`src/cbt_cfg.svh`:
```
`ifndef CBT_CFG_SVH
`define CBT_CFG_SVH
// register offsets (byte addresses)
`define CBT_OFF_CTRL      8'h00
`define CBT_OFF_FAULT     8'h08
`define CBT_OFF_BTIME     8'h0C
`define CBT_OFF_IRQ_STAT  8'h20
`define CBT_OFF_IRQ_MASK  8'h24
// control register fields and reset
`define CBT_CTRL_INIT     0
`define CBT_CTRL_CCE      6
// bit timing register: reset value and top bit of the used field
`define CBT_BTIME_RST     15'h2301
`define CBT_BTIME_MSB     14
// fault counter register fields
`define CBT_TEC_MSB       7
`define CBT_REC_MSB       14
`define CBT_REC_LSB       8
`define CBT_RP_BIT        15
// fault confinement figures
`define CBT_TEC_STEP      8'h08
`define CBT_TEC_TOP_OK    8'hF7
`define CBT_TEC_MAX       8'hFF
`define CBT_REC_PASSIVE   8'h80
`define CBT_REC_MAJ_TOP   8'h78
`define CBT_REC_RELOAD    8'h77
`define CBT_WARN_LEVEL    8'h60
// interrupt status bits
`define CBT_IRQ_W         3
`define CBT_IRQ_RX_PASS   0
`define CBT_IRQ_WARN      1
`define CBT_IRQ_BUS_OFF   2
`endif

```
`src/cbt_pkg.sv`:
```
package cbt_pkg;
    // bit timing phase, one-hot
    typedef enum logic [2:0] {
        CBT_SYNC = 3'b001,
        CBT_SEG1 = 3'b010,
        CBT_SEG2 = 3'b100
    } cbt_phase_e;

    // bit timing register layout, bits 14..0
    typedef struct packed {
        logic [2:0] phase_after_sample;
        logic [3:0] phase_before_sample;
        logic [1:0] resync_jump_width;
        logic [5:0] quantum_prescaler;
    } cbt_btime_s;

    // register port request
    typedef struct packed {
        logic [7:0]  addr;
        logic [31:0] wdata;
        logic        wr;
        logic        rd;
    } cbt_bus_req_s;

    // bus events from the frame engine, one-cycle pulses
    typedef struct packed {
        logic tx_err;
        logic rx_err;
        logic rx_err_major;
        logic tx_ok;
        logic rx_ok;
    } cbt_err_ev_s;

    // whole state of the block
    typedef struct packed {
        logic        init;
        logic        config_change_enable;
        cbt_btime_s  btime;
        logic [7:0]  tx_fault_tally;
        logic [7:0]  rx_fault_tally;
        logic        bus_off;
        logic [2:0]  irq_stat;
        logic [2:0]  irq_mask;
        logic        rx_meta;
        logic        rx_sync;
        logic        rx_prev;
        logic [5:0]  presc;
        logic [4:0]  tq_cnt;
        logic [4:0]  seg_end;
        cbt_phase_e  phase;
        logic        resync_done;
        logic        rx_bit;
        logic        sample_pulse;
        logic        bit_start;
        logic [31:0] rdata;
    } cbt_state_s;
endpackage : cbt_pkg

```
`src/cbt_top.sv`:
```
// Notes on behaviour
// - the transmit fault tally reads as an 8-bit value 0..255 in bits 7..0 of fault_counters.
// - the receive fault tally reads as a 7-bit value 0..127 in bits 14..8 of fault_counters.
// - bit 15 is set while the receive tally is at or above error-passive, else clear.
// - bits 31..16 of fault_counters and 31..15 of bit_timing_config read zero; write zero.
// - the after-sample segment code in bits 14..12 gives a segment of code plus one quanta.
// - the before-sample code in bits 11..8 gives code plus one quanta; program 1..15 only.
// - the jump width code in bits 7..6 gives a jump width of code plus one quanta.
// - one time quantum is prescaler code in bits 5..0 plus one clocks; bits are whole quanta.
// - bit_timing_config resets to 0x2301 and fault_counters to zero.
// - timing writes are taken only while both init and config change enable are set.
//
// Our own choice: the plain strobed port.
`include "cbt_cfg.svh"

module cbt_top
(
    // clock and reset
    input  wire logic                 sys_clk,
    input  wire logic                 nrst,
    // register port
    input  wire cbt_pkg::cbt_bus_req_s bus_req,
    output logic [31:0]               bus_rdata,
    // bus events from the frame engine
    input  wire cbt_pkg::cbt_err_ev_s  err_ev,
    // bus receive pin
    input  wire logic                 can_rx,
    // timing results to the frame engine
    output logic                      sample_pulse,
    output logic                      rx_bit,
    output logic                      bit_start,
    output logic                      tq_tick,
    // status
    output logic                      init,
    output logic                      bus_off,
    output logic                      irq
);

    localparam cbt_pkg::cbt_state_s ST_RST = '{
        init: 1'b1, btime: `CBT_BTIME_RST, phase: cbt_pkg::CBT_SYNC,
        rx_meta: 1'b1, rx_sync: 1'b1, rx_prev: 1'b1, default: '0};

    cbt_pkg::cbt_state_s st_r;
    cbt_pkg::cbt_state_s st_nxt;
    logic                edge_fall;
    logic [4:0]          jump;
    logic [4:0]          remain;
    logic [2:0]          ev;
    logic [2:0]          stat_clr;

    ////////////////////////////////////////////////////////////////////////////
    // quantum tick and resync edge; the prescaler is held while in init
    assign tq_tick   = ~st_r.init & (st_r.presc == st_r.btime.quantum_prescaler);
    assign edge_fall = st_r.rx_prev & ~st_r.rx_sync;
    assign jump      = {3'h0, st_r.btime.resync_jump_width} + 5'h01;
    assign remain    = st_r.seg_end - st_r.tq_cnt;

    ////////////////////////////////////////////////////////////////////////////
    // next state
    always_comb
    begin
        st_nxt              = st_r;
        st_nxt.sample_pulse = 1'b0;
        st_nxt.bit_start    = 1'b0;
        st_nxt.rdata        = 32'h0000_0000;
        stat_clr            = 3'h0;
        // pin synchroniser; only the second and third stages feed logic
        st_nxt.rx_meta      = can_rx;
        st_nxt.rx_sync      = st_r.rx_meta;
        st_nxt.rx_prev      = st_r.rx_sync;

        // register writes
        if (bus_req.wr)
        begin
            case (bus_req.addr)
                `CBT_OFF_CTRL:
                begin
                    st_nxt.init                 = bus_req.wdata[`CBT_CTRL_INIT];
                    st_nxt.config_change_enable = bus_req.wdata[`CBT_CTRL_CCE];
                    // leaving init after bus-off restarts confinement from zero
                    if (st_r.bus_off && !bus_req.wdata[`CBT_CTRL_INIT])
                    begin
                        st_nxt.bus_off        = 1'b0;
                        st_nxt.tx_fault_tally = 8'h00;
                        st_nxt.rx_fault_tally            = 8'h00;
                    end
                end
                `CBT_OFF_BTIME:
                begin
                    if (st_r.init && st_r.config_change_enable)
                        st_nxt.btime = bus_req.wdata[`CBT_BTIME_MSB:0];
                end
                `CBT_OFF_IRQ_MASK:
                    st_nxt.irq_mask = bus_req.wdata[`CBT_IRQ_W-1:0];
                default:
                    st_nxt.irq_mask = st_r.irq_mask;
            endcase
        end

        // register reads, data stand one cycle later; unmapped reads zero
        if (bus_req.rd)
        begin
            case (bus_req.addr)
                `CBT_OFF_CTRL:
                begin
                    st_nxt.rdata[`CBT_CTRL_INIT] = st_r.init;
                    st_nxt.rdata[`CBT_CTRL_CCE]  = st_r.config_change_enable;
                end
                `CBT_OFF_FAULT:
                begin
                    st_nxt.rdata[`CBT_TEC_MSB:0] = st_r.tx_fault_tally;
                    // the internal tally runs to 128; the field stops at 127
                    st_nxt.rdata[`CBT_REC_MSB:`CBT_REC_LSB] =
                        (st_r.rx_fault_tally >= `CBT_REC_PASSIVE) ? 7'h7F : st_r.rx_fault_tally[6:0];
                    st_nxt.rdata[`CBT_RP_BIT] = (st_r.rx_fault_tally >= `CBT_REC_PASSIVE);
                end
                `CBT_OFF_BTIME:
                    st_nxt.rdata[`CBT_BTIME_MSB:0] = st_r.btime;
                `CBT_OFF_IRQ_STAT:
                begin
                    st_nxt.rdata[`CBT_IRQ_W-1:0] = st_r.irq_stat;
                    stat_clr = st_r.irq_stat;
                end
                `CBT_OFF_IRQ_MASK:
                    st_nxt.rdata[`CBT_IRQ_W-1:0] = st_r.irq_mask;
                default:
                    st_nxt.rdata = 32'h0000_0000;
            endcase
        end

        // fault confinement; frozen while bus-off
        if (!st_r.bus_off)
        begin
            if (err_ev.tx_err)
            begin
                if (st_r.tx_fault_tally > `CBT_TEC_TOP_OK)
                begin
                    st_nxt.tx_fault_tally = `CBT_TEC_MAX;
                    st_nxt.bus_off        = 1'b1;
                    st_nxt.init           = 1'b1;
                end
                else
                    st_nxt.tx_fault_tally = st_r.tx_fault_tally + `CBT_TEC_STEP;
            end
            else if (err_ev.tx_ok && st_r.tx_fault_tally != 8'h00)
                st_nxt.tx_fault_tally = st_r.tx_fault_tally - 8'h01;

            if (err_ev.rx_err_major)
                st_nxt.rx_fault_tally = (st_r.rx_fault_tally >= `CBT_REC_MAJ_TOP) ? `CBT_REC_PASSIVE
                                                            : st_r.rx_fault_tally + `CBT_TEC_STEP;
            else if (err_ev.rx_err)
                st_nxt.rx_fault_tally = (st_r.rx_fault_tally >= `CBT_REC_PASSIVE) ? `CBT_REC_PASSIVE
                                                            : st_r.rx_fault_tally + 8'h01;
            else if (err_ev.rx_ok)
            begin
                if (st_r.rx_fault_tally >= `CBT_REC_PASSIVE)
                    st_nxt.rx_fault_tally = `CBT_REC_RELOAD;
                else if (st_r.rx_fault_tally != 8'h00)
                    st_nxt.rx_fault_tally = st_r.rx_fault_tally - 8'h01;
            end
        end

        // interrupt events: a set in the same cycle as a read clear wins
        ev[`CBT_IRQ_RX_PASS] = (st_nxt.rx_fault_tally >= `CBT_REC_PASSIVE) && (st_r.rx_fault_tally < `CBT_REC_PASSIVE);
        ev[`CBT_IRQ_WARN]    = ((st_nxt.tx_fault_tally >= `CBT_WARN_LEVEL) &&
                                (st_r.tx_fault_tally < `CBT_WARN_LEVEL)) ||
                               ((st_nxt.rx_fault_tally >= `CBT_WARN_LEVEL) && (st_r.rx_fault_tally < `CBT_WARN_LEVEL));
        ev[`CBT_IRQ_BUS_OFF] = st_nxt.bus_off & ~st_r.bus_off;
        st_nxt.irq_stat      = (st_r.irq_stat & ~stat_clr) | ev;

        // bit timing
        if (st_r.init)
        begin
            st_nxt.presc       = 6'h00;
            st_nxt.tq_cnt      = 5'h00;
            st_nxt.phase       = cbt_pkg::CBT_SYNC;
            st_nxt.resync_done = 1'b0;
        end
        else
        begin
            st_nxt.presc = tq_tick ? 6'h00 : st_r.presc + 6'h01;
            case (st_r.phase)
                cbt_pkg::CBT_SYNC:
                begin
                    if (edge_fall)
                        st_nxt.resync_done = 1'b1;
                    if (tq_tick)
                    begin
                        st_nxt.phase   = cbt_pkg::CBT_SEG1;
                        st_nxt.tq_cnt  = 5'h00;
                        st_nxt.seg_end = {1'b0, st_r.btime.phase_before_sample};
                    end
                end
                cbt_pkg::CBT_SEG1:
                begin
                    // late edge: stretch the segment by the phase error, capped
                    if (edge_fall && !st_r.resync_done)
                    begin
                        st_nxt.resync_done = 1'b1;
                        st_nxt.seg_end = st_r.seg_end +
                            ((st_r.tq_cnt + 5'h01 > jump) ? jump : st_r.tq_cnt + 5'h01);
                    end
                    if (tq_tick)
                    begin
                        if (st_r.tq_cnt >= st_nxt.seg_end)
                        begin
                            st_nxt.phase        = cbt_pkg::CBT_SEG2;
                            st_nxt.tq_cnt       = 5'h00;
                            st_nxt.seg_end      = {2'h0, st_r.btime.phase_after_sample};
                            st_nxt.sample_pulse = 1'b1;
                            st_nxt.rx_bit       = st_r.rx_sync;
                        end
                        else
                            st_nxt.tq_cnt = st_r.tq_cnt + 5'h01;
                    end
                end
                cbt_pkg::CBT_SEG2:
                begin
                    if (edge_fall && !st_r.resync_done && remain < jump)
                    begin
                        // early edge within the jump: it becomes the next sync
                        st_nxt.phase       = cbt_pkg::CBT_SEG1;
                        st_nxt.tq_cnt      = 5'h00;
                        st_nxt.seg_end     = {1'b0, st_r.btime.phase_before_sample};
                        st_nxt.presc       = 6'h00;
                        st_nxt.bit_start   = 1'b1;
                        st_nxt.resync_done = 1'b1;
                    end
                    else
                    begin
                        if (edge_fall && !st_r.resync_done)
                        begin
                            st_nxt.resync_done = 1'b1;
                            st_nxt.seg_end     = st_r.seg_end - jump;
                        end
                        if (tq_tick)
                        begin
                            if (st_r.tq_cnt >= st_nxt.seg_end)
                            begin
                                st_nxt.phase       = cbt_pkg::CBT_SYNC;
                                st_nxt.bit_start   = 1'b1;
                                st_nxt.resync_done = 1'b0;
                            end
                            else
                                st_nxt.tq_cnt = st_r.tq_cnt + 5'h01;
                        end
                    end
                end
                default:
                    st_nxt.phase = cbt_pkg::CBT_SYNC;
            endcase
        end
    end

    ////////////////////////////////////////////////////////////////////////////
    // state register
    always_ff @(posedge sys_clk)
    begin
        if (!nrst)
            st_r <= ST_RST;
        else
            st_r <= st_nxt;
    end

    ////////////////////////////////////////////////////////////////////////////
    // outputs, all from the state register except the level interrupt and tq_tick
    assign bus_rdata    = st_r.rdata;
    assign sample_pulse = st_r.sample_pulse;
    assign rx_bit       = st_r.rx_bit;
    assign bit_start    = st_r.bit_start;
    assign init         = st_r.init;
    assign bus_off      = st_r.bus_off;
    assign irq          = |(st_r.irq_stat & st_r.irq_mask);

    ////////////////////////////////////////////////////////////////////////////
    // checks; helpers count quanta since bit start and clocks between ticks
    logic [5:0] h_tq;
    logic       h_ok;
    logic [6:0] h_gap;
    logic       h_hard;

    // an early edge in the after segment restarts the prescaler mid-quantum
    assign h_hard = (st_r.phase == cbt_pkg::CBT_SEG2) && (st_nxt.phase == cbt_pkg::CBT_SEG1);

    // the prescaler leaves init at zero, so the gap count starts at one there
    always_ff @(posedge sys_clk)
    begin
        if (!nrst || st_r.init)
        begin
            h_tq  <= 6'h00;
            h_ok  <= 1'b0;
            h_gap <= 7'h01;
        end
        else
        begin
            // a tick in the bit start cycle is the sync quantum of the new bit
            h_tq  <= (bit_start ? 6'h00 : h_tq) + {5'h00, tq_tick};
            h_ok  <= h_ok | bit_start;
            h_gap <= (tq_tick || h_hard) ? 7'h01 : h_gap + 7'h01;
        end
    end
endmodule : cbt_top

```
`config.mk`:
```
export PLATFORM = sky130hd
export DESIGN_NAME = cbt_top
export DESIGN_NICKNAME = d
export VERILOG_FILES = /design/src/cbt_pkg.sv /design/src/cbt_top.sv
export VERILOG_INCLUDE_DIRS = /design/src /design/src/src
export SDC_FILE = /design/constraint.sdc
export NUM_CORES = 1
export LEC_CHECK = 0
export BUFFER_PORTS_ARGS = -buffer_cell sky130_fd_sc_hd__buf_2
export CAP_MARGIN = 20
export CORE_AREA = 4 4 150 152
export CTS_CLUSTER_DIAMETER = 40
export CTS_CLUSTER_SIZE = 28
export DETAILED_ROUTE_END_ITERATION = 16
export DIE_AREA = 0 0 154 156
export MAX_ROUTING_LAYER = met4
export PLACE_DENSITY = 0.42
export SLEW_MARGIN = 30
export SYNTH_ARGS = -nofsm -noshare
export SYNTH_HDL_FRONTEND = slang
export SYNTH_SLANG_ARGS = --single-unit
```
`constraint.sdc`:
```
create_clock -name sys_clk -period 4.1 [get_ports sys_clk]
set_clock_uncertainty 0.2 [all_clocks]
set_input_delay 0.615 -clock sys_clk [delete_from_list [all_inputs] [get_ports sys_clk]]
set_output_delay 0.615 -clock sys_clk [all_outputs]
set_load 0.01 [all_outputs]
```
* Word-level counts from Yosys, hierarchy flattened *
Index checks and enable logic that the tools add are counted.

storage, ports and cells
  output and inout port bits = 39
  register bits = 98
  input bits = 50

cells by class
  equality and inequality tests = 15
  add/subtract/negate cells = 11
  muxes and demuxes = 59
  reductions and logical operators = 29
  bitwise gates (word level) = 14
  magnitude comparators = 13

operators by type and width
  cell                                                                    number
  8-bit two-way mux                                                       11
  5-bit two-way mux                                                       11
  17-bit two-way mux                                                      3
  34-bit two-way mux                                                      1
  15-bit two-way mux                                                      2
  10-bit case mux with 3 select lines                                     1
  13-bit two-way mux                                                      2
  8-bit by 7-bit >= comparator with 1-bit output (second input constant)  3
  6-bit two-way mux                                                       3
  8-bit by 4-bit adder with 8-bit output (second input constant)          2
  8-bit by 4-bit equality test with 1-bit output (second input constant)  2
  8-bit by 6-bit equality test with 1-bit output (second input constant)  2
  8-bit >= comparator (second input constant)                             2
  8-bit by 7-bit < comparator with 1-bit output (second input constant)   2
  8-bit case mux with 2 select lines                                      1
  8-bit nonzero test                                                      2
  8-bit by 1-bit subtractor with 8-bit output (second input constant)     2
  14-bit two-way mux                                                      1
  1-bit two-way mux                                                       11
  5-bit >= comparator                                                     2
  5-bit AND reduction                                                     2
  3-bit != test (second input constant)                                   3
  3-bit case mux with 3 select lines                                      1
  3-bit AND reduction                                                     3
  39 further kinds                                                        66

* Depth between registers and ports, before layout *
Gate-level depths: netlist (run 1).

  depth in word-level cells = 15
  mapped depth = 21
  gate-level depth less buffers = 21

* Worst setup path before layout (run 1) *
Ideal clock, no wire load.

  path kind = register to register
  start point = register st_r[87] (netlist bit)
  end point = register st_r[39] (netlist bit)
  path slack = -0.398 ns
  period minus slack after synthesis = 4.498 ns
  path buffers = 0
  stages on the path, launching flop included = 22
  data arrival time = 4.218 ns
  path through = dfxtp_1 -> ha_1 -> inv_1 -> ha_1 -> a21o_1 -> a21oi_1 -> a31oi_1 -> nor2_1 -> mux2i_1 -> ha_1 -> inv_1 -> fa_1 -> nor2b_1 -> o21a_1 -> o21ai_0 -> xor2_1 -> ha_1 -> nand2_1 -> o21ai_0 -> nand2_1 -> a311o_1 -> a41oi_1

on the way
  longest elaborated chain between the ends = 11

ends and longest elaborated chain
  element                                        line            RTL
  start, declared                                cbt_top.sv:43   cbt_pkg::cbt_state_s st_r;
  start signal, assigned                         cbt_top.sv:262  st_r <= st_nxt;
  2-bit by 1-bit adder with 3-bit output (*)     cbt_top.sv:55   assign jump = {3'h0, st_r.btime.resync_jump_width} + 5'h01;
  5-bit by 3-bit > comparator with 1-bit output  cbt_top.sv:201  ((st_r.tq_cnt + 5'h01 > jump) ? jump : st_r.tq_cnt + 5'h01);
  5-bit two-way mux                              cbt_top.sv:201
  5-bit adder                                    cbt_top.sv:200  st_nxt.seg_end = st_r.seg_end +
  5-bit two-way mux                              cbt_top.sv:197  if (edge_fall && !st_r.resync_done)
  5-bit two-way mux                              cbt_top.sv:182  case (st_r.phase)
  5-bit two-way mux                              cbt_top.sv:172  if (st_r.init)
  5-bit >= comparator                            cbt_top.sv:205  if (st_r.tq_cnt >= st_nxt.seg_end)
  8-bit two-way mux                              cbt_top.sv:205
  13-bit two-way mux                             cbt_top.sv:203  if (tq_tick)
  10-bit case mux with 3 select lines (*)        cbt_top.sv:182

Every way passes the cells marked *; elsewhere a longest branch is shown, timed or not. The select of a mux whose other input is x is not followed.
A chain may end at the register's enable or synchronous reset.

* Final worst setup path (run 1) *
  start point = register st_r[88] (netlist bit)
  end point = register st_r[47] (netlist bit)

on the way
  longest elaborated chain between the ends = 11

ends and longest elaborated chain
  element                                        line
  2-bit by 1-bit adder with 3-bit output (*)     cbt_top.sv:55
  5-bit by 3-bit > comparator with 1-bit output  cbt_top.sv:201
  5-bit two-way mux                              cbt_top.sv:201
  5-bit adder                                    cbt_top.sv:200
  5-bit two-way mux                              cbt_top.sv:197
  5-bit two-way mux                              cbt_top.sv:182
  5-bit two-way mux                              cbt_top.sv:172
  5-bit >= comparator                            cbt_top.sv:205
  5-bit two-way mux                              cbt_top.sv:205
  13-bit two-way mux                             cbt_top.sv:203
  10-bit case mux with 3 select lines            cbt_top.sv:182

Marks and branches as above.

==> impl_results.rst, run 1 <==
.. list-table::
   :header-rows: 1

   * - Metric
     - Value
   * - Final #Nets
     - ~850
   * - Number of distinct library cells after synthesis
     - between 70 and 80
   * - Most numerous cell in the Yosys netlist
     - dfxtp_1
   * - Pwr per Cell Area
     - around 320 nW/um2
   * - Logic depth of the worst path, buffers included
     - 21
   * - Worst reg2reg startpoint
     - st_r[88]$_SDFFE_PN0P_
   * - Maximum number of pins on one net before global-route repair
     - 32
   * - HPWL after detailed placement
     - 13,400 um
   * - Required time at the worst-slack endpoint
     - 4140 ps
   * - Type of destination of the critical path
     - flip-flop
   * - Capture point of the critical path
     - st_r[47]$_SDFFE_PP0P_
   * - Register-to-register path setup slack
     - -140 ps
   * - R2R Path End
     - st_r[47]$_SDFFE_PP0P_
   * - Yosys Warn Count
     - 0
   * - Clock latency reported for the late side of the worst-skew pair
     - 340 ps
   * - Post-synthesis instance area
     - 5670 um2
   * - Leading post-synthesis cells by instance count
     - dfxtp_1, nor2_1, a21oi_1
   * - Delay of the slowest cell on the worst path
     - 340 ps
   * - Worst setup path startpoint
     - st_r[88]$_SDFFE_PN0P_
   * - # rows
     - between 50 and 60
   * - Placeable Area
     - 21,000 um2
   * - Fin area
     - approximately 6800 um2
   * - List of cells traversed by the critical path
     - ha_4 > inv_4 > ha_4 > a21o_1 > a21oi_1 > a31oi_1 > nor2_2 > mux2i_1 > ha_2 > inv_2 > fa_2 > nor2b_1 > o21a_1 > o21ai_2 > xor2_1 > ha_1 > a21oi_2 > o21a_2 > o2bb2ai_4 > a21oi_1 > o32ai_1
   * - Gate Count Post-Synth
     - roughly 710
   * - Reg2reg path depth
     - 21
   * - Number of buffers on the longest clock path
     - 2
   * - Relative max-transition margin
     - around 41%
   * - Arrival time of data at the critical path endpoint
     - 4280 ps
   * - DR DRC count
     - 0
   * - Nature of the critical path startpoint
     - flip-flop
   * - Synth top area share
     - 29.0%
   * - Hold crit path type
     - flip-flop to flip-flop
   * - Cell Count, Final, Fillers Out
     - 1,041
   * - Standard cell area after detailed placement
     - 6250 um2
   * - Weighted congestion at the end of routability-driven global placement
     - 0.784
   * - Remaining global-route overflow
     - 0
   * - Total wire length after detailed routing
     - roughly 17,000 um
   * - Share of the clock period used by the worst path
     - 103%
   * - Most used flip-flop cell after synthesis
     - dfxtp_1
   * - Setup-failing EPs final
     - 13
   * - Number of antenna cells inserted
     - 0
   * - Post-detailed-route via-to-cell ratio
     - 5.00
   * - Count of TritonRoute iterations in the first routing pass
     - 5
   * - Fraction of final layout cells sized beyond drive strength 1
     - between 20% and 30%
   * - Post-DRT Antenna Nets
     - 0
   * - Number of flops mapped to enable cells by yosys
     - 0
   * - Highest achievable clock rate
     - about 0.24 GHz
   * - Final Hold Vio Count
     - 0
   * - Area added between synthesis and finish
     - 19.5%
   * - Number of hold buffers added after cts
     - 0
   * - Post-detailed-route wirelength per cell
     - 16.7 um
   * - Initial core utilization
     - a little over a quarter
   * - Critical Setup Path Class
     - flip-flop to flip-flop
   * - Top cell family by delay on the critical path
     - adder cells
   * - Synth top area cells
     - dfxtp_1, ha_1, a21oi_1
   * - Number of flip-flops and latches in the synthesized netlist
     - 82
   * - Count of pins on the block boundary
     - a little under 90
   * - Final cell utilization of the core
     - 32.2%
   * - Number of max-slew violations in the final report
     - 0
   * - Clock-pin slew reported for the worst setup and hold paths after clock tree synthesis
     - 70 ps
   * - Max FO, Critical Path
     - 5
   * - Overall Global Routing Usage
     - 14.7%
   * - Fraction of registers with async set or reset after synthesis
     - 0%
   * - Number of violations of the max-capacitance limit
     - 0
   * - Leakage Power
     - around 2.7 nW
   * - Clock Sinks
     - about 80
   * - Worst path buffer plus inverter count
     - 2
   * - Port Buffers
     - 55
   * - Buffer type at the clock tree root
     - clkbuf_16
   * - Total clock buffers created by CTS
     - 9
   * - Outcome
     - finished with violations
   * - Vias in the first global route
     - 5,188
   * - Die Area
     - 24,000 um2
   * - Worst-margin pin slew
     - 888 ps
   * - Average size of a mapped cell
     - 7.94 um2
   * - Max VDD drop
     - 0.176 mV
   * - Antenna violations before repair
     - 0
   * - Sequential fraction of the synthesis area
     - between 20% and 30%
   * - Failing checks
     - negative setup slack
   * - # H-tree levels
     - 3
   * - Library cell contributing the largest single delay on the critical path
     - dfxtp_2
   * - Width of the die
     - 154 um
   * - Unrepaired setup endpoints after global routing
     - true
   * - Initial DRC Count
     - 288
   * - Cell taking the most area after synthesis
     - dfxtp_1
   * - Wire length of the first global-routing pass
     - 27,600 um
   * - Vias after detailed routing
     - roughly 5.2k
   * - Slack of the critical path
     - -143 ps
   * - Post-placement cell count
     - 1,021
   * - Die Ht
     - approximately 160 um
   * - Minimum clock period
     - 4240 ps
   * - TritonCTS clock tree
     - yes
==> cells by family after synthesis <==
kind of cell	synth area share, %
adders and majority gates	9.23
xor gates and xnor gates	3.55
other	0.0662
muxes	6.49
AOI/OAI and AO/OA	19.7
and+or+nand+nor	22.5
buffers and inverters	9.56
DFF	29.0
==> final cells by class <==
type | count | area (um2)
inverter | 35 | 134
timing repair buffer | 92 | 564
tap | 275 | 344
clock buffer | 10 | 239
fill | 2266 | 14200
clock inverter | 6 | 136
sequential | 82 | 1650
multi-input combinational | 541 | 3710
==> registers in the layout, indices dropped and copies added (netlist names) <==
register	count
st_r	59
bus_rdata	16
st_nxt	2
bit_start	1
bus_off	1
init	1
rx_bit	1
sample_pulse	1
==> timing repair <==
action | in CTS | in global routing
pin swaps | 18 | 13
gates resized for setup | 17 | 11
setup buffers | 3 | 1
setup endpoints to repair | 14 | 14
==> through the flow <==
step | hold WS, ps | power, mW | worst slack (ps) | setup TNS, ps
CTS | 215 | 2.19 | -155 | -840
global placement | 204 | 1.14 | -262 | -2280
detailed placement | 199 | 1.15 | -275 | -2700
global route | 224 | 2.27 | -331 | -3980
finish | 210 | 2.17 | -143 | -1260
floorplan | 186 | 1.08 | 3.28 | 0
==> where the power goes <==
| group | total [mW] | switching (mW) | internal (mW) |
|---|---|---|---|
| combinational | 0.273 | 0.155 | 0.117 |
| sequential | 0.867 | 0.0510 | 0.816 |
| clock | 1.03 | 0.352 | 0.676 |
==> cells in the final DEF (no fill, tap or decap), types with 5 or more instances in the layout <==
cell and count:
and2_1 6, xnor2_1 10, buf_4 34, a21oi_2 5, a211oi_1 6, a22oi_1 5
clkbuf_16 9, a31oi_1 9, ha_1 33, nor3b_1 5, o21a_1 5, nor2b_1 14
nand2b_1 13, nor3_1 16, nand3_1 21, or3_1 6, dfxtp_1 78, nor4_1 6
o21ai_0 20, a21oi_1 56, mux2_2 6, mux2i_1 29, a21o_1 8, nand2_1 51
and3_1 6, nand4_1 5, nor2_1 80, inv_1 31, xor2_1 12, o22ai_1 5
buf_2 55, conb_1 17
==> routing by layer <==
metal	up-vias	track usage [%]	wire length (um)
met5	-	-	0
met4	0	3.99	224
met3	11	2.50	573
met2	94	25.5	8830
met1	2525	17.7	7710
li1	2580	-	-
==> worst min path at each step <==
stage,from,end,cells after the start
final,st_nxt[56]$_SDFF_PN1_,st_nxt[55]$_SDFF_PN1_,1
after global routing,st_nxt[56]$_SDFF_PN1_,st_nxt[55]$_SDFF_PN1_,1
after CTS,st_nxt[56]$_SDFF_PN1_,st_nxt[55]$_SDFF_PN1_,1
after detailed placement,st_nxt[56]$_SDFF_PN1_,st_nxt[55]$_SDFF_PN1_,1
after global placement,st_nxt[56]$_SDFF_PN1_,st_nxt[55]$_SDFF_PN1_,1
after floorplan,st_nxt[56]$_SDFF_PN1_,st_nxt[55]$_SDFF_PN1_,1
Note: power is estimated with default switching activity, not from simulation.
==> run 2: changes to the inputs <==
--- a/config.mk
+++ b/config.mk
@@ -14,7 +14,7 @@
 export DETAILED_ROUTE_END_ITERATION = 16
 export DIE_AREA = 0 0 154 156
 export MAX_ROUTING_LAYER = met4
-export PLACE_DENSITY = 0.42
+export PLACE_DENSITY = 0.5
 export SLEW_MARGIN = 30
 export SYNTH_ARGS = -nofsm -noshare
 export SYNTH_HDL_FRONTEND = slang
==> impl_results.rst, run 2 (synthesized netlist as in run 1, its figures left out) <==
.. list-table::
   :header-rows: 1

   * - Metric
     - Value
   * - Outcome
     - finished with violations (unchanged)
   * - Failing checks
     - negative setup slack (unchanged)
   * - Post-detailed-route wirelength per cell
     - 15.8 um (was 16.7 um)
   * - Antenna violations before repair
     - 0 (unchanged)
   * - Total clock buffers created by CTS
     - 9 (unchanged)
   * - Highest achievable clock rate
     - 0.241 GHz (was 0.236 GHz)
   * - HP Start
     - st_nxt[56]$_SDFF_PN1_ (unchanged)
   * - Area added between synthesis and finish
     - 19.7% (was 19.5%)
   * - Width of the die
     - 154 um (unchanged)
   * - Hold crit path type
     - flip-flop to flip-flop (unchanged)
   * - Clock Sinks
     - 82 (unchanged)
   * - Overall Global Routing Usage
     - 14.3% (was 14.7%)
   * - Buffer type at the clock tree root
     - clkbuf_16 (unchanged)
   * - Hold Path Depth
     - 1 (unchanged)
   * - Worst reg2reg startpoint
     - st_r[88]$_SDFFE_PN0P_ (unchanged)
   * - List of cells traversed by the critical path
     - ha_4 > inv_4 > ha_4 > a21o_1 > a21oi_2 > a31oi_1 > nor2_2 > mux2i_1 > ha_2 > inv_2 > fa_2 > nor2b_1 > o21a_1 > o21ai_2 > xor2_2 > ha_4 > a21oi_4 > buf_6 > o21ai_4 > and3_1 > o21ai_1 > buf_4 > a31oi_1 (was ha_4 > inv_4 > ha_4 > a21o_1 > a21oi_1 > a31oi_1 > nor2_2 > mux2i_1 > ha_2 > inv_2 > fa_2 > nor2b_1 > o21a_1 > o21ai_2 > xor2_1 > ha_1 > a21oi_2 > o21a_2 > o2bb2ai_4 > a21oi_1 > o32ai_1)
   * - Initial DRC Count
     - 242 (was 288)
   * - Weighted congestion at the end of routability-driven global placement
     - 0.829 (was 0.784)
   * - Top cell family by delay on the critical path
     - adder cells (unchanged)
   * - Worst path buffer plus inverter count
     - 4 (was 2)
   * - Vias after detailed routing
     - 5,043 (was 5,210)
   * - Max VDD drop
     - 0.209 mV (was 0.176 mV)
   * - Count of TritonRoute iterations in the first routing pass
     - 5 (unchanged)
   * - TritonCTS clock tree
     - yes (unchanged)
   * - HPWL after detailed placement
     - 12,400 um (was 13,400 um)
   * - Number of max-slew violations in the final report
     - 0 (unchanged)
   * - Remaining global-route overflow
     - 0 (unchanged)
   * - Clock latency reported for the late side of the worst-skew pair
     - 350 ps (was 340 ps)
   * - Library cell contributing the largest single delay on the critical path
     - fa_2 (was dfxtp_2)
   * - Vias in the first global route
     - 4,997 (was 5,188)
   * - Nature of the critical path startpoint
     - flip-flop (unchanged)
   * - Register-to-register path setup slack
     - -40 ps (was -140 ps)
   * - # rows
     - 53 (unchanged)
   * - Initial core utilization
     - 27.0% (unchanged)
   * - Most used cell along the critical path
     - ha_4
   * - Pre-CTS worst setup slack
     - -257 ps (was -275 ps)
   * - Worst-margin pin slew
     - 877 ps (was 888 ps)
   * - Port Buffers
     - 55 (unchanged)
   * - Share of the clock period used by the worst path
     - 101% (was 103%)
   * - Required time at the worst-slack endpoint
     - 4100 ps (was 4140 ps)
   * - Clock-pin slew reported for the worst setup and hold paths after clock tree synthesis
     - 70 ps (about the same)
   * - Number of antenna cells inserted
     - 0 (unchanged)
   * - Number of hold buffers added after cts
     - 0 (unchanged)
   * - Setup-failing EPs final
     - 7 (was 13)
   * - Critical Setup Path Class
     - flip-flop to flip-flop (unchanged)
   * - Count of pins on the block boundary
     - 89 (unchanged)
   * - Max FFs per register
     - 59 (unchanged)
   * - Reg2reg path depth
     - 23 (was 21)
   * - # H-tree levels
     - 3 (unchanged)
   * - Unrepaired setup endpoints after global routing
     - true (unchanged)
   * - Number of buffers on the longest clock path
     - 2 (unchanged)
   * - Wire length of the first global-routing pass
     - 26,900 um (was 27,600 um)
   * - Delay of the slowest cell on the worst path
     - 350 ps (was 340 ps)
   * - Die Ht
     - 156 um (unchanged)
   * - Post-detailed-route via-to-cell ratio
     - 4.83 (was 5.00)
   * - Pwr per Cell Area
     - 293 nW/um2 (was 320 nW/um2)
   * - Relative max-transition margin
     - 41.4% (was 40.7%)
   * - Type of destination of the critical path
     - flip-flop (unchanged)
   * - Max FO, Critical Path
     - 5 (unchanged)
   * - Minimum clock period
     - 4140 ps (was 4240 ps)
   * - Fraction of final layout cells sized beyond drive strength 1
     - 20.9% (was 20.4%)
   * - Die Area
     - 24,000 um2 (unchanged)
   * - DR DRC count
     - 0 (unchanged)
   * - Placeable Area
     - 21,000 um2 (unchanged)
   * - Arrival time of data at the critical path endpoint
     - 4150 ps (was 4280 ps)
   * - Final Hold Vio Count
     - 0 (unchanged)
   * - Leakage Power
     - 2.71 nW (about the same)
   * - Most flops, register
     - st_r (unchanged)
   * - Number of fillers in the final layout
     - 2,252 (was 2,266)
   * - Highest-count cells in the layout ignoring fill and taps
     - nor2_1, dfxtp_1, a21oi_1 (unchanged)
   * - Number of violations of the max-capacitance limit
     - 0 (unchanged)
   * - Most common cell after layout, fill and taps aside
     - nor2_1 (unchanged)
   * - R2R Path End
     - st_r[40]$_SDFFE_PN0P_ (was st_r[47]$_SDFFE_PP0P_)
   * - Post-DRT Antenna Nets
     - 0 (unchanged)
   * - Final #Nets
     - 855 (was 851)
   * - Endpoint of the worst hold path
     - st_nxt[55]$_SDFF_PN1_ (unchanged)
   * - Slack of the critical path
     - -43.7 ps (was -143 ps)
   * - Total wire length after detailed routing
     - 16,500 um (was 17,300 um)
   * - Maximum number of pins on one net before global-route repair
     - 35 (was 32)
   * - Total power of the final layout
     - 1.99 mW (was 2.17 mW)
   * - Final Hold Slack
     - 211 ps (was 210 ps)
-- run 2: report_power, final --
group / total [mW] / internal [mW] / leakage, nW / switching (mW)
sequential: 0.863 / 0.816 / 0.666 / 0.0470
combinational: 0.265 / 0.116 / 1.89 / 0.149
clock: 0.859 / 0.496 / 0.147 / 0.363
-- run 2: what timing repair did --
item | CTS | global route
endpoints found under the hold margin | 0 | 0
gates resized for setup | 11 | 18
pin swaps | 14 | 8
endpoints found under the setup margin | 14 | 14
buffers inserted | 4 | 3
-- run 2: worst reg2reg max path, cell delays in order, from the launching register on --
cell     delay (ps)
dfxtp_2         340
ha_4            280
inv_4            40
ha_4            200
a21o_1          160
a21oi_2         110
a31oi_1          60
nor2_2          170
mux2i_1         240
ha_2            220
inv_2            40
fa_2            350
nor2b_1         110
o21a_1          140
o21ai_2          70
xor2_2          230
ha_4            250
a21oi_4         140
buf_6           120
o21ai_4          60
and3_1          150
o21ai_1         120
buf_4           130
a31oi_1          70
-- run 2: routing by layer --
metal,share of wire [%],GRT usage (%)
met1,46,18.6
met2,49,23.3
met3,4.0,2.72
met4,0.81,3.11
met5,0,-
-- run 2: metrics by stage --
step / setup TNS [ps] / instance area, um2 / util [%] / cells
after floorplan: 0 / 5790 / - / 730
after global placement: -1830 / 6250 / 29.8 / 1022
after detailed placement: -2210 / 6250 / 29.8 / 1022
after CTS: -671 / 6660 / 31.7 / 1042
after global routing: -3180 / 6780 / 32.3 / 1045
final: -168 / 6780 / 32.3 / 1045
-- run 2: worst max path at each step --
stage / start / end / slack, ps / cells after the start
detailed placement: st_r[88]$_SDFFE_PN0P_ / st_r[47]$_SDFFE_PP0P_ / -260 / 22
floorplan: st_r[87]$_SDFFE_PN0P_ / st_r[39]$_SDFFE_PN0P_ / 3 / 21
global route: st_r[88]$_SDFFE_PN0P_ / st_r[39]$_SDFFE_PN0P_ / -280 / 21
global placement: st_r[88]$_SDFFE_PN0P_ / st_r[47]$_SDFFE_PP0P_ / -220 / 22
finish: st_r[88]$_SDFFE_PN0P_ / st_r[40]$_SDFFE_PN0P_ / -40 / 23
CTS: st_r[88]$_SDFFE_PN0P_ / st_r[47]$_SDFFE_PP0P_ / -120 / 22
-- run 2: final cells by class --
type	instances	area [um2]	share of cell area, %
Multi-Input combinational cell	541	3750	55.2
Sequential cell	82	1650	24.3
Timing Repair Buffer	96	598	8.82
Tap cell	275	344	5.07
Clock buffer	10	239	3.52
Inverter	35	134	1.97
Clock inverter	6	73.8	1.09
